--- src/verilog/ld_config_map.vh ---
// constants of the plug-and-play configuration bank: indices, fields,
// reset values and strobe widths; included by the bank module only
`ifndef LD_CONFIG_MAP_VH
`define LD_CONFIG_MAP_VH

`define IDX_LDN 8'h07
`define IDX_OSC 8'h24
`define IDX_DEVICE_MODE 8'h25
`define IDX_CHIP_VENDOR 8'h26
`define IDX_TEST_FIRST 8'h27
`define IDX_TEST_ZERO 8'h2C
`define IDX_TEST_ONE 8'h2D
`define IDX_TEST_TWO 8'h2E
`define IDX_TEST_THREE 8'h2F
`define IDX_ACTIVATE 8'h30
`define IDX_IO_BASE_HI 8'h60
`define IDX_IO_BASE_LO 8'h61
`define IDX_IRQ_PRIMARY 8'h70
`define IDX_IRQ_SECONDARY 8'h72
`define IDX_DMA_SELECT 8'h74
`define IDX_OPEN_FIRST 8'h82
`define IDX_OPEN_LAST 8'h9A

`define LDN_FLOPPY 3'h0
`define LDN_PARALLEL 3'h3
`define LDN_SERIAL1 3'h4
`define LDN_KEYBOARD 3'h7

`define OSC_POL_BIT 7
`define OSC_CLK_MSB 6
`define OSC_CLK_LSB 4
`define MODE_FLASH_MSB 1
`define MODE_FLASH_LSB 0
`define MODE_SIRQ_BIT 2
`define MODE_PPFD_MSB 4
`define MODE_PPFD_LSB 3
`define MODE_WRITE_MASK 8'h1F

`define CLK_SEL_1M8 3'h0
`define CLK_SEL_14M3 3'h1
`define CLK_SEL_16M 3'h2
`define CLK_SEL_24M 3'h3
`define CLK_SEL_48M 3'h4

`define PPFD_NORMAL 2'h0
`define PPFD_ONE 2'h1
`define PPFD_TWO 2'h2

`define FLASH_W00 3'h5
`define FLASH_W01 3'h4
`define FLASH_W10 3'h3

`define RST_OSC 8'h00
`define RST_MODE 8'h00
`define RST_IRQ 8'h00
`define RST_DMA 8'h04
`define RST_BASE 8'h00
`define BASE_MIN 16'h0100
`define BASE_MAX 16'h0FF8

`endif

--- src/verilog/ld_config_bank.v ---
// configuration register bank reached through an index port and a data port
// assumes host cycles already qualified as single-cycle strobes on i_clk;
// i_irq8_req, i_sirq_slave_req and i_kbc_disable pass the two-stage synchronisers here
`timescale 1ns/10ps
`include "ld_config_map.vh"

// Behaviour
// - clock codes 010/011/100 give 16/24/48 MHz
// - bits 6:4 select clock; 000, 001 low rates
// - oscillator bit 7 sets interrupt-eight polarity
// - polarity also drives serial IRQ8 frame level
// - flash strobe width five, four, three clocks
// - mode bit 2 blocks slave-started serial cycles
// - mode bits 4:3 pick parallel floppy mode
// - mode bits 7:5 read zero, ignore writes
// - unimplemented indices ignore writes, read zero
// - one bank per logical device, chosen by number
// - index port chooses register for data port
// - device bank only in configuration state, except keyboard indices 0x82-0x9A
// - index 0x30 bit 0 activates selected device
// - base address high 0x60, low 0x61
// - 0x70 everywhere, 0x72 only keyboard controller
// - interrupts default active-high edge after reset
// - 0x74 only floppy and parallel; 0x75 absent
// - device on needs activate, power, disable bits
// - activate and power bits are coupled
// - disable bits 7,6,4 override devices 3,4,0
// - base outside permitted range makes accesses invalid
module ld_config_bank (
    input wire i_clk,
    input wire i_srst,
    input wire i_config_state,
    input wire i_index_wr,
    input wire i_data_wr,
    input wire i_data_rd,
    input wire [7:0] i_wdata,
    input wire [7:0] i_kbc_disable,
    input wire i_irq8_req,
    input wire i_flash_start,
    input wire i_flash_write,
    input wire i_sirq_slave_req,
    input wire [2:0] i_dev_sel,
    output reg [7:0] o_rdata,
    output reg [7:0] o_index,
    output wire o_interrupt_eight_pin,
    output wire o_sirq_irq8_level,
    output wire o_sirq_slave_start,
    output reg o_flash_read_strobe,
    output reg o_flash_write_strobe,
    output wire [2:0] o_clk_sel,
    output wire o_parallel_floppy_mode_one,
    output wire o_parallel_floppy_mode_two,
    output wire [7:0] o_dev_on,
    output wire o_sel_access_valid,
    output wire [15:0] o_sel_io_base,
    output wire [7:0] o_sel_irq,
    output wire [7:0] o_sel_dma
);

reg [7:0] ldn;
reg [7:0] osc;
reg [7:0] dev_mode;
reg [7:0] test_reg [0:2];
reg [7:0] activate;
reg [7:0] base_hi [0:7];
reg [7:0] base_lo [0:7];
reg [7:0] irq_pri [0:7];
reg [7:0] irq_sec;
reg [7:0] dma_sel [0:7];
reg [2:0] flash_cnt;
reg irq8_meta;
reg irq8_sync;
reg sirq_meta;
reg sirq_sync;
reg [7:0] kbc_meta;
reg [7:0] kbc_sync;
reg [7:0] next_rdata;
integer i;

wire [2:0] cur = ldn[2:0];
wire ld_window = (o_index >= `IDX_ACTIVATE);
wire open_mode = (cur == `LDN_KEYBOARD) && (o_index >= `IDX_OPEN_FIRST) &&
    (o_index <= `IDX_OPEN_LAST);
wire ld_reach = i_config_state || open_mode;
wire chip_reach = i_config_state;

////////////////////////////////////////////////////////////////////////////////

function has_base;
    input [2:0] d;
    begin
        has_base = (d == `LDN_FLOPPY) || (d == `LDN_PARALLEL) ||
            (d == `LDN_SERIAL1) || (d == 3'h5);
    end
endfunction

function has_dma;
    input [2:0] d;
    begin
        has_dma = (d == `LDN_FLOPPY) || (d == `LDN_PARALLEL);
    end
endfunction

function exists;
    input [2:0] d;
    begin
        exists = (d != 3'h1) && (d != 3'h2);
    end
endfunction

// override bit from the keyboard controller's disable register
function kbc_gate;
    input [2:0] d;
    input [7:0] dis;
    begin
        case (d)
            `LDN_PARALLEL: kbc_gate = dis[7];
            `LDN_SERIAL1: kbc_gate = dis[6];
            `LDN_FLOPPY: kbc_gate = dis[4];
            default: kbc_gate = 1'b1;
        endcase
    end
endfunction

// base must lie inside the device's range on its boundary
function base_ok;
    input [2:0] d;
    input [15:0] b;
    begin
        if (!has_base(d))
            base_ok = 1'b1;
        else if (d == `LDN_PARALLEL)
            base_ok = (b >= `BASE_MIN) && (b <= 16'h0FFC) && (b[1:0] == 2'h0);
        else
            base_ok = (b >= `BASE_MIN) && (b <= `BASE_MAX) && (b[2:0] == 3'h0);
    end
endfunction

function [2:0] flash_width;
    input [1:0] code;
    begin
        case (code)
            2'h0: flash_width = `FLASH_W00;
            2'h1: flash_width = `FLASH_W01;
            2'h2: flash_width = `FLASH_W10;
            default: flash_width = `FLASH_W10;
        endcase
    end
endfunction

////////////////////////////////////////////////////////////////////////////////
// synchronisers

always @(posedge i_clk) begin
    if (i_srst) begin
        irq8_meta <= 1'b0;
        irq8_sync <= 1'b0;
        sirq_meta <= 1'b0;
        sirq_sync <= 1'b0;
        kbc_meta <= 8'hFF;
        kbc_sync <= 8'hFF;
    end else begin
        irq8_meta <= i_irq8_req;
        irq8_sync <= irq8_meta;
        sirq_meta <= i_sirq_slave_req;
        sirq_sync <= sirq_meta;
        kbc_meta <= i_kbc_disable;
        kbc_sync <= kbc_meta;
    end
end

////////////////////////////////////////////////////////////////////////////////
// index and register writes

always @(posedge i_clk) begin
    if (i_srst) begin
        o_index <= 8'h00;
        ldn <= 8'h00;
        osc <= `RST_OSC;
        dev_mode <= `RST_MODE;
        activate <= 8'h00;
        irq_sec <= `RST_IRQ;
        for (i = 0; i < 3; i = i + 1) begin
            test_reg[i] <= 8'h00;
        end
        for (i = 0; i < 8; i = i + 1) begin
            base_hi[i] <= `RST_BASE;
            base_lo[i] <= `RST_BASE;
            irq_pri[i] <= `RST_IRQ;
            dma_sel[i] <= `RST_DMA;
        end
    end else if (i_index_wr) begin
        o_index <= i_wdata;
    end else if (i_data_wr) begin
        if (!ld_window && chip_reach) begin
            case (o_index)
                `IDX_LDN: ldn <= i_wdata;
                `IDX_OSC: osc <= i_wdata;
                `IDX_DEVICE_MODE: dev_mode <= i_wdata & `MODE_WRITE_MASK;
                `IDX_TEST_ONE: test_reg[0] <= i_wdata;
                `IDX_TEST_TWO: test_reg[1] <= i_wdata;
                `IDX_TEST_THREE: test_reg[2] <= i_wdata;
                default: ;
            endcase
        end else if (ld_window && ld_reach && exists(cur)) begin
            case (o_index)
                // one bit stands for both activate and power control
                `IDX_ACTIVATE: activate[cur] <= i_wdata[0];
                `IDX_IO_BASE_HI: if (has_base(cur)) base_hi[cur] <= i_wdata;
                `IDX_IO_BASE_LO: if (has_base(cur)) base_lo[cur] <= i_wdata;
                `IDX_IRQ_PRIMARY: irq_pri[cur] <= i_wdata;
                `IDX_IRQ_SECONDARY:
                    if (cur == `LDN_KEYBOARD) irq_sec <= i_wdata;
                `IDX_DMA_SELECT: if (has_dma(cur)) dma_sel[cur] <= i_wdata;
                default: ;
            endcase
        end
    end
end

////////////////////////////////////////////////////////////////////////////////
// read path

always @* begin
    next_rdata = 8'h00;
    if (!ld_window && chip_reach) begin
        case (o_index)
            `IDX_LDN: next_rdata = ldn;
            `IDX_OSC: next_rdata = osc;
            `IDX_DEVICE_MODE: next_rdata = {3'h0, dev_mode[4:0]};
            `IDX_TEST_ONE: next_rdata = test_reg[0];
            `IDX_TEST_TWO: next_rdata = test_reg[1];
            `IDX_TEST_THREE: next_rdata = test_reg[2];
            default: next_rdata = 8'h00;
        endcase
    end else if (ld_window && ld_reach && exists(cur)) begin
        case (o_index)
            `IDX_ACTIVATE: next_rdata = {7'h00, activate[cur]};
            `IDX_IO_BASE_HI:
                next_rdata = has_base(cur) ? base_hi[cur] : 8'h00;
            `IDX_IO_BASE_LO:
                next_rdata = has_base(cur) ? base_lo[cur] : 8'h00;
            `IDX_IRQ_PRIMARY: next_rdata = irq_pri[cur];
            `IDX_IRQ_SECONDARY:
                next_rdata = (cur == `LDN_KEYBOARD) ? irq_sec : 8'h00;
            `IDX_DMA_SELECT:
                next_rdata = has_dma(cur) ? dma_sel[cur] : 8'h00;
            default: next_rdata = 8'h00;
        endcase
    end
end

always @(posedge i_clk) begin
    if (i_srst) begin
        o_rdata <= 8'h00;
    end else if (i_data_rd) begin
        o_rdata <= next_rdata;
    end
end

////////////////////////////////////////////////////////////////////////////////
// flash strobe timing

always @(posedge i_clk) begin
    if (i_srst) begin
        flash_cnt <= 3'h0;
        o_flash_read_strobe <= 1'b0;
        o_flash_write_strobe <= 1'b0;
    end else if (flash_cnt != 3'h0) begin
        flash_cnt <= flash_cnt - 3'h1;
        if (flash_cnt == 3'h1) begin
            o_flash_read_strobe <= 1'b0;
            o_flash_write_strobe <= 1'b0;
        end
    end else if (i_flash_start) begin
        flash_cnt <= flash_width(dev_mode[`MODE_FLASH_MSB:`MODE_FLASH_LSB]);
        o_flash_read_strobe <= !i_flash_write;
        o_flash_write_strobe <= i_flash_write;
    end
end

////////////////////////////////////////////////////////////////////////////////
// outputs

assign o_clk_sel = osc[`OSC_CLK_MSB:`OSC_CLK_LSB];
assign o_interrupt_eight_pin = irq8_sync ^ osc[`OSC_POL_BIT];
assign o_sirq_irq8_level = irq8_sync ^ osc[`OSC_POL_BIT];
assign o_sirq_slave_start = sirq_sync && !dev_mode[`MODE_SIRQ_BIT];
assign o_parallel_floppy_mode_one =
    (dev_mode[`MODE_PPFD_MSB:`MODE_PPFD_LSB] == `PPFD_ONE);
assign o_parallel_floppy_mode_two =
    (dev_mode[`MODE_PPFD_MSB:`MODE_PPFD_LSB] == `PPFD_TWO);

genvar g;
generate
    for (g = 0; g < 8; g = g + 1) begin : dev_gate
        localparam [2:0] DEV = g;
        assign o_dev_on[g] = activate[g] &&
            kbc_gate(DEV, kbc_sync);
    end
endgenerate

assign o_sel_io_base = {base_hi[i_dev_sel], base_lo[i_dev_sel]};
assign o_sel_access_valid = o_dev_on[i_dev_sel] &&
    base_ok(i_dev_sel, o_sel_io_base);
assign o_sel_irq = irq_pri[i_dev_sel];
assign o_sel_dma = has_dma(i_dev_sel) ? dma_sel[i_dev_sel] : 8'h00;

endmodule // ld_config_bank

--- config.mk ---
export PLATFORM = sky130hd
export DESIGN_NAME = ld_config_bank
export DESIGN_NICKNAME = d
export VERILOG_FILES = /design/src/verilog/ld_config_bank.v
export VERILOG_INCLUDE_DIRS = /design/src /design/src/verilog
export SDC_FILE = /design/constraint.sdc
export NUM_CORES = 1
export LEC_CHECK = 0
export BUFFER_PORTS_ARGS = -buffer_cell sky130_fd_sc_hd__clkbuf_2
export CORE_MARGIN = 2
export CORE_UTILIZATION = 40
export CTS_BUF_LIST = sky130_fd_sc_hd__clkbuf_4 sky130_fd_sc_hd__clkbuf_8 sky130_fd_sc_hd__clkbuf_16
export DETAILED_ROUTE_END_ITERATION = 16
export GPL_TIMING_DRIVEN = 1
export PLACE_DENSITY = 0.68
export SYNTH_ARGS = -nofsm -noshare
export SYNTH_HDL_FRONTEND = slang
export SYNTH_SLANG_ARGS = --single-unit
--- constraint.sdc ---
create_clock -name i_clk -period 4.45 [get_ports i_clk]
set_input_delay 0.89 -clock i_clk [delete_from_list [all_inputs] [get_ports i_clk]]
set_output_delay 0.89 -clock i_clk [all_outputs]
set_load 0.01 [all_outputs]
==> results of run 1 <==
[metrics by stage]
| stage | cell area, sq um | total power [uW] | instances | util, % | hold WS (ps) |
|---|---|---|---|---|---|
| finish | 20180 | 7753 | 2087 | 46.96 | 407.9 |
| floorplan | 17850 | 4275 | 1422 | - | 389.5 |
| global placement | 18860 | 4476 | 2019 | 43.89 | 398.3 |
| global route | 20180 | 8010 | 2087 | 46.96 | 419.3 |
| CTS | 20180 | 7813 | 2087 | 46.96 | 412.6 |
| detailed placement | 18860 | 4498 | 2019 | 43.89 | 397.8 |
[where the power goes]
| part | internal [uW] | switching (uW) | leakage [uW] | total, uW |
|---|---|---|---|---|
| sequential | 3720 | 89.1 | 0.00339 | 3810 |
| clock | 2050 | 1280 | 0.000657 | 3320 |
| combinational | 251 | 371 | 0.00341 | 623 |
[cell families after synthesis]
group                      share of synthesized area, %
AOI/OAI and AO/OA                                 5.004
xor gates and xnor gates                         0.2016
adders and majority gates                        0.2160
buffers and inverters                             3.355
DFF                                               56.56
muxes                                             19.37
other                                           0.04322
and+or+nand+nor                                   15.25
[area by class of cell]
class / instances / area, sq um / area share [%]
flip-flops and latches: 351 / 9836 / 48.74
multi-input cells: 937 / 7438 / 36.86
clock buffers: 50 / 1071 / 5.307
repair buffers: 133 / 809.5 / 4.011
well taps: 585 / 732.0 / 3.627
clock inverters: 18 / 246.5 / 1.221
inverters: 13 / 48.80 / 0.2418
[placed cells by master (no fill, tap or decap), types with 9 or more instances in the layout]
cell type and n:
edfxtp_1 280, and2_1 140, nand2_1 131, conb_1 128, mux4_2 104, mux2i_1 100
clkbuf_2 87, nor2_1 69, dfxtp_1 68, buf_4 43, clkbuf_16 39, o21ai_0 25
nor2b_1 18, a22oi_1 16, nand3_1 15, or2_2 15, inv_1 12, nor3_4 10
or2_1 10, o22ai_1 10, and3_1 9, a21oi_1 9, a211oi_1 9, o211ai_1 9
clkbuf_4 9
[worst reg2reg max path, delay by kind of cell (launching register included)]
kind	cells	cell delay (ps)
compound gates	1	240
buf+inv	1	360
flops	1	500
simple gates	5	2040
[per-layer routing]
metal	track usage, %	vias to the layer above	routed length, um
li1	-	5077	-
met1	25.69	5522	17840
met2	33.28	400	21530
met3	2.969	85	2819
met4	7.716	0	1481
met5	0	-	0
[path summary, 6_finish.rpt]
check,startpoint,slack [ps],end,cells after the start
worst min register to register,kbc_meta[6],410,kbc_sync[6],1
worst max-delay path,i_dev_sel[1],260,o_sel_access_valid,8
worst min-delay path,kbc_meta[6],410,kbc_sync[6],1
worst max register to register,o_index[2],950,base_lo[4][0],7
==> out/results.ini, run 1 <==
[outcome]
status=completed

[clock_network]
clockRootBuffer=clkbuf_16
clk_latency_ps=540
post_cts_buffers=0
cts.sinks=351
htree_levels=2
cts_buffers=37
cts_tree=done
ctsResizeCount=0
clk_pin_slew_ps=60
clockBufferDepth=3
cts_hold_buffers=0

[timing]
hold_viol_final=0
clock_skew_ps=16.67
period_share_pct=94.13
min_period_ps=4189
fin_ws_ps=261.1
max_freq_mhz=238.7
setup_viol=0
relSlewSlack_pct=32.72
finalSetupTns_ps=0
tightest_slew_ps=1001
rsz0062_at_grt=no
drv_slew=0

[yosys]
synth_cells=1296
postSynth.asyncResetShare_pct=0
synthTopCellsByCount=edfxtp_1 (280), and2_1 (140), nand2_1 (131)
seq_area_frac_synth_pct=56.56
syn_area_sq_mm=0.01738
ys.flop_type=edfxtp_1
yosys-top-cells-area=edfxtp_1 (48%), mux4_2 (13%), dfxtp_1 (8.2%)
synth_area_per_cell_sq_um=13.41
yosysTopAreaCellShare_pct=48.38
ys_warn_count=0
synth.distinct_cells=65
yosysTopAreaCell=edfxtp_1
synth.most_common_cell=edfxtp_1
synth-edff-count=280
ys_seq_elements=351

[setup_path]
cp.required_ps=3560
start_kind=input port
crit_chain=buf_4, mux2i_1, nand2_1, mux4_2, nor4b_1, a32oi_1, nor3_1, clkbuf_2
end_kind=output pin
critPathMaxStageDelay_ps=470
cp_max_fo=35
crit_family=simple AND/OR/NAND/NOR gates
slowest_stage=mux4_2
cp.arrival_ps=3300
worstSetupPathType=input port to output pin
cp_num_buf_inv=2

[global_routing]
grt_pass1_vias=11124
grt_usage_pct=19.72
grt_max_degree=61
grt_pass1_wl_um=66480
grt_overflow=0
antenna_found_initial=0

[die]
start_util_pct=40.43
rows=76
die_w_um=212.4
ios=96
dieArea_sq_mm=0.04513
fp.coreArea_sq_mm=0.04298
die-height_um=212.4

[hold_path]
holdCritPathClass=flip-flop to flip-flop

[route]
drt_pass1_iterations=5
routed_wirelength_um=43670
initialDrtViolationCount=943
routedWlPerCell_um=20.92
ant_nets=0
drc=0
viasPerCell=5.311
num_vias=11084

[cells_and_area]
diodes=0
nets=1505
fillers=3801
syn_to_final_growth_pct=16.14
drive_gt1_share_pct=23.64

[pwr]
power.leakage_uw=0.007456
vdd_ir_drop_max_mv=0.1983
power_density_mw_per_mm2=384.2

[place]
dp_hpwl_um=29310
place_ws_ps=285.2
gp_congestion=0.9000
io_buffers=90

[job]
drv_cap=0

Power figures use the tool's default switching activity.
==> inputs of run 2 (changes only) <==
--- a/config.mk
+++ b/config.mk
@@ -12,6 +12,7 @@
 export CTS_BUF_LIST = sky130_fd_sc_hd__clkbuf_4 sky130_fd_sc_hd__clkbuf_8 sky130_fd_sc_hd__clkbuf_16
 export DETAILED_ROUTE_END_ITERATION = 16
 export GPL_TIMING_DRIVEN = 1
+export MAX_ROUTING_LAYER = met4
 export PLACE_DENSITY = 0.68
 export SYNTH_ARGS = -nofsm -noshare
 export SYNTH_HDL_FRONTEND = slang
==> out/results.ini, run 2 (same netlist as run 1, synthesis figures left out) <==
[cells_and_area]
drive_gt1_share_pct=23.64  ; unchanged
fin_cells=2087  ; unchanged
nets=1505  ; unchanged
final_common_cell=edfxtp_1
diodes=0  ; unchanged
layout_common_cells=edfxtp_1 (280), and2_1 (140), nand2_1 (131), conb_1 (128), mux4_2 (104)
final_area_sq_mm=0.02018  ; unchanged
syn_to_final_growth_pct=16.14  ; unchanged
fillers=3801  ; unchanged

[setup_path]
crit_chain=buf_4, mux2i_1, nand2_1, mux4_2, nor4b_1, a32oi_1, nor3_1, clkbuf_2
rr_worst_depth=7  ; unchanged
cp_max_fo=35  ; unchanged
cp.required_ps=3560  ; about the same
cp_num_buf_inv=2  ; unchanged
critPathMaxStageDelay_ps=470  ; about the same
cp.arrival_ps=3300  ; about the same
worstSetupPathType=input port to output pin
crit_family=multiplexers
slowest_stage=mux4_2
path_depth=8  ; unchanged
start_kind=input port
end_kind=output pin

[timing]
rsz0062_at_grt=no
drv_slew=0  ; unchanged
period_share_pct=94.12  ; about the same
clock_skew_ps=19.73  ; +3.067 ps
setup_viol=0  ; unchanged
tightest_slew_ps=1032  ; +31.31 ps
min_period_ps=4189  ; -0.4190 ps
finalSetupTns_ps=0  ; unchanged
relSlewSlack_pct=30.61  ; -2.1 points
hold_viol_final=0  ; unchanged
max_freq_mhz=238.7  ; about the same

[clock_network]
clk_pin_slew_ps=60  ; about the same
post_cts_buffers=0  ; unchanged
ctsResizeCount=0  ; unchanged
clockRootBuffer=clkbuf_16
cts_hold_buffers=0  ; unchanged
cts_tree=done
clockBufferDepth=3  ; unchanged
cts_buffers=37  ; unchanged
htree_levels=2  ; unchanged
cts.sinks=351  ; unchanged
clk_latency_ps=540  ; about the same

[global_routing]
grt_pass1_wl_um=66470  ; about the same
antenna_found_initial=0  ; unchanged
grt_overflow=0  ; unchanged
grt_max_degree=61  ; unchanged
grt_usage_pct=20.32  ; +0.60 points
grt_pass1_vias=11092  ; -0.29%

[place]
dp.cells=2019  ; unchanged
placed_area_sq_mm=0.01886  ; unchanged
io_buffers=90  ; unchanged
dp_hpwl_um=29310  ; unchanged
gp_congestion=0.9160  ; +1.8%

[hold_path]
holdCritPathClass=flip-flop to flip-flop
min_path_cells=1  ; unchanged

[route]
drt_pass1_iterations=5  ; unchanged
drc=0  ; unchanged
initialDrtViolationCount=1090  ; +16%
ant_nets=0  ; unchanged
num_vias=11081  ; -0.027%
routedWlPerCell_um=20.99  ; +0.30%
routed_wirelength_um=43800  ; +0.30%
viasPerCell=5.310  ; about the same

[pwr]
vdd_ir_drop_max_mv=0.1989  ; +0.28%
power_density_mw_per_mm2=384.3  ; about the same
power.leakage_uw=0.007456  ; unchanged

[die]
fp.coreArea_sq_mm=0.04298  ; unchanged
die-height_um=212.4  ; unchanged
rows=76  ; unchanged
die_w_um=212.4  ; unchanged
dieArea_sq_mm=0.04513  ; unchanged
ios=96  ; unchanged
start_util_pct=40.43  ; unchanged

[outcome]
status=completed

[job]
drv_cap=0  ; unchanged

-- run 2: cell counts in the layout (fill, tap and decap cells not counted) --
No cell type changed its count.
-- run 2: power by group --
group	internal, uW	switching, uW
combinational	251	372
sequential	3720	89.5
clock	2050	1280
total	6010	1740
-- run 2: final timing paths --
kind,startpoint,end,slack [ps]
setup reg to reg,o_index[2],base_lo[4][0],950
hold reg to reg,kbc_meta[6],kbc_sync[6],410
hold / removal,kbc_meta[6],kbc_sync[6],410
setup / recovery,i_dev_sel[1],o_sel_access_valid,260
-- run 2: area by class of cell --
| class | instances | area, sq um | share of cell area [%] |
|---|---|---|---|
| clock buffers | 50 | 1071 | 5.307 |
| inverters | 13 | 48.80 | 0.2418 |
| multi-input cells | 937 | 7438 | 36.86 |
| repair buffers | 133 | 809.5 | 4.011 |
| well taps | 585 | 732.0 | 3.627 |
| flip-flops and latches | 351 | 9836 | 48.74 |
| clock inverters | 18 | 246.5 | 1.221 |
-- run 2: metal layers --
layer,global-route usage (%),wire (um),vias to the layer above
met2,33.39,21510,399
met5,-,0,-
met3,2.925,2870,88
li1,-,-,5078
met1,25.74,17930,5516
met4,7.451,1485,0
-- run 2: through the flow --
stage	utilization [%]	power (uW)	hold WS, ps	worst slack (ps)
global route	46.96	8010	419.3	138.5
floorplan	-	4275	389.5	676.3
detailed placement	43.89	4498	397.8	285.2
global placement	43.89	4476	398.3	392.6
finish	46.96	7755	407.8	261.5
CTS	46.96	7813	412.6	287.6
==> inputs of run 3 (changes only) <==
--- a/config.mk
+++ b/config.mk
@@ -13,7 +13,7 @@
 export DETAILED_ROUTE_END_ITERATION = 16
 export GPL_TIMING_DRIVEN = 1
 export MAX_ROUTING_LAYER = met4
-export PLACE_DENSITY = 0.68
+export PLACE_DENSITY = 0.7
 export SYNTH_ARGS = -nofsm -noshare
 export SYNTH_HDL_FRONTEND = slang
 export SYNTH_SLANG_ARGS = --single-unit
==> constraint.sdc (replaced) <==
create_clock -name i_clk -period 3.5 [get_ports i_clk]
set_input_delay 0.7 -clock i_clk [delete_from_list [all_inputs] [get_ports i_clk]]
set_output_delay 0.7 -clock i_clk [all_outputs]
set_load 0.01 [all_outputs]
==> out/results.ini, run 3 (same netlist as run 1, synthesis figures left out) <==
[clock_network]
cts_buffers=38  ; +2.7%
cts.sinks=351  ; unchanged
clk_latency_ps=540  ; about the same
cts_tree=done
clk_pin_slew_ps=60  ; about the same
clockBufferDepth=3  ; unchanged
htree_levels=2  ; unchanged
cts_hold_buffers=0  ; unchanged
clockRootBuffer=clkbuf_16
post_cts_buffers=0  ; unchanged

[global_routing]
antenna_found_initial=0  ; unchanged
grt_max_degree=71  ; +16%
grt_pass1_vias=11524  ; +3.9%
grt_pass1_wl_um=69160  ; +4.0%
grt_overflow=0  ; unchanged
use_met1_pct=26.21  ; +0.47 points
use_met3_pct=2.939  ; +0.015 points
use_met2_pct=35.22  ; +1.8 points
grt-busiest-layer=met2
grt_usage_pct=20.96  ; +0.64 points

[timing]
tightest_slew_ps=760.2  ; -271.8 ps
relSlewSlack_pct=49.32  ; +19 points
min_period_ps=3408
clock_skew_ps=18.63  ; -1.103 ps
hold_viol_final=0  ; unchanged
drv_slew=0  ; unchanged
finalSetupTns_ps=0  ; unchanged
rsz0062_at_grt=no
max_freq_mhz=293.4
setup_viol=0  ; unchanged
period_share_pct=97.37

[setup_path]
worstSetupPathType=input port to output pin
end_kind=output pin
start_kind=input port
rrSetupSlack_ps=500  ; -450 ps
cp.required_ps=2800  ; -760 ps
cp_max_fo=30  ; -14%
cp.arrival_ps=2710  ; -590 ps

[route]
routedWlPerCell_um=21.22  ; +1.1%
viasPerCell=5.370  ; +1.1%
ant_nets=0  ; unchanged
num_vias=11439  ; +3.2%
routed_wirelength_um=45200  ; +3.2%
drc=0  ; unchanged
initialDrtViolationCount=1119  ; +2.7%
drt_pass1_iterations=5  ; unchanged

[place]
dp_hpwl_um=30420  ; +3.8%
io_buffers=90  ; unchanged
gp_congestion=0.8720  ; -4.8%

[job]
drv_cap=0  ; unchanged

[cells_and_area]
multi_input_area_sq_mm=0.007461  ; +0.30%
layout_common_cells=edfxtp_1 (280), and2_1 (140), nand2_1 (131), conb_1 (128), mux4_2 (104)
nets=1550  ; +3.0%
syn_to_final_growth_pct=17.72
fillers=3807  ; +0.16%
final_common_cell=edfxtp_1
diodes=0  ; unchanged
final_util_pct=47.60  ; +0.64 points
regArea_sq_mm=0.009836  ; unchanged
drive_gt1_share_pct=25.63  ; +2.0 points

[hold_path]
holdCritPathClass=input port to flip-flop

[die]
rows=76  ; unchanged
die-height_um=212.4  ; unchanged
fp.coreArea_sq_mm=0.04298  ; unchanged
start_util_pct=40.43  ; unchanged
ios=96  ; unchanged
dieArea_sq_mm=0.04513  ; unchanged
die_w_um=212.4  ; unchanged

[outcome]
status=completed

[pwr]
vdd_ir_drop_max_mv=0.4437  ; +120%
totalPowerFinal_uw=9636  ; +24%
power_density_mw_per_mm2=471.0  ; +23%
power.leakage_uw=0.007637  ; +2.4%

==> run 3: what timing repair did <==
item | 4_1_cts | 5_1_grt
endpoints found under the hold margin | 0 | 0
gates resized for setup | 3 | 4
endpoints found under the setup margin | 1 | 1
==> run 3: layout make-up <==
class                           instances  area share (%)
Clock inverter                         20          0.9297
Timing Repair Buffer                  177           5.694
Inverter                               13          0.2385
Clock buffer                           47           5.009
Multi-Input combinational cell        937           36.47
Sequential cell                       351           48.08
Tap cell                              585           3.578
==> run 3: through the flow <==
stage          hold WS (ps)  setup WS, ps  cells  instance area [sq um]
6_report              352.9         92.15   2130                  20460
5_1_grt               354.9         14.04   2130                  20460
4_1_cts               329.6         21.27   2130                  20440
3_5_place_dp          398.9        -265.0   2063                  19210
3_3_place_gp          404.3        -140.7   2063                  19210
2_1_floorplan         389.5         106.3   1422                  17850
==> run 3: final timing paths <==
path / from / end / depth (start not counted)
min reg2reg: kbc_meta[7] / kbc_sync[7] / 1
min: i_kbc_disable[7] / kbc_meta[7] / 2
max reg2reg: o_index[4] / irq_pri[7][7] / 7
max: i_dev_sel[1] / o_sel_access_valid / 8
==> run 3: worst max-delay path, stage by stage <==
cell and delay, ps:
buf_12 190, mux2i_1 270, nand2_1 90, mux4_2 520, nor4b_4 300, a32oi_1 130, nor3_1 280, clkbuf_2 190
==> run 3: layer usage <==
metal | wire length [um] | vias to the layer above
met1 | 18260 | 5776
met5 | 0 | -
met3 | 2875 | 84
li1 | - | 5158
met4 | 1360 | 0
met2 | 22700 | 421
==> run 3: report_power, final <==
group	internal (uW)	leakage, uW	switching [uW]
Combinational	355	0.00364	488
Sequential	4730	0.00339	123
Clock	2310	0.000610	1630
Total	7390	0.00764	2240
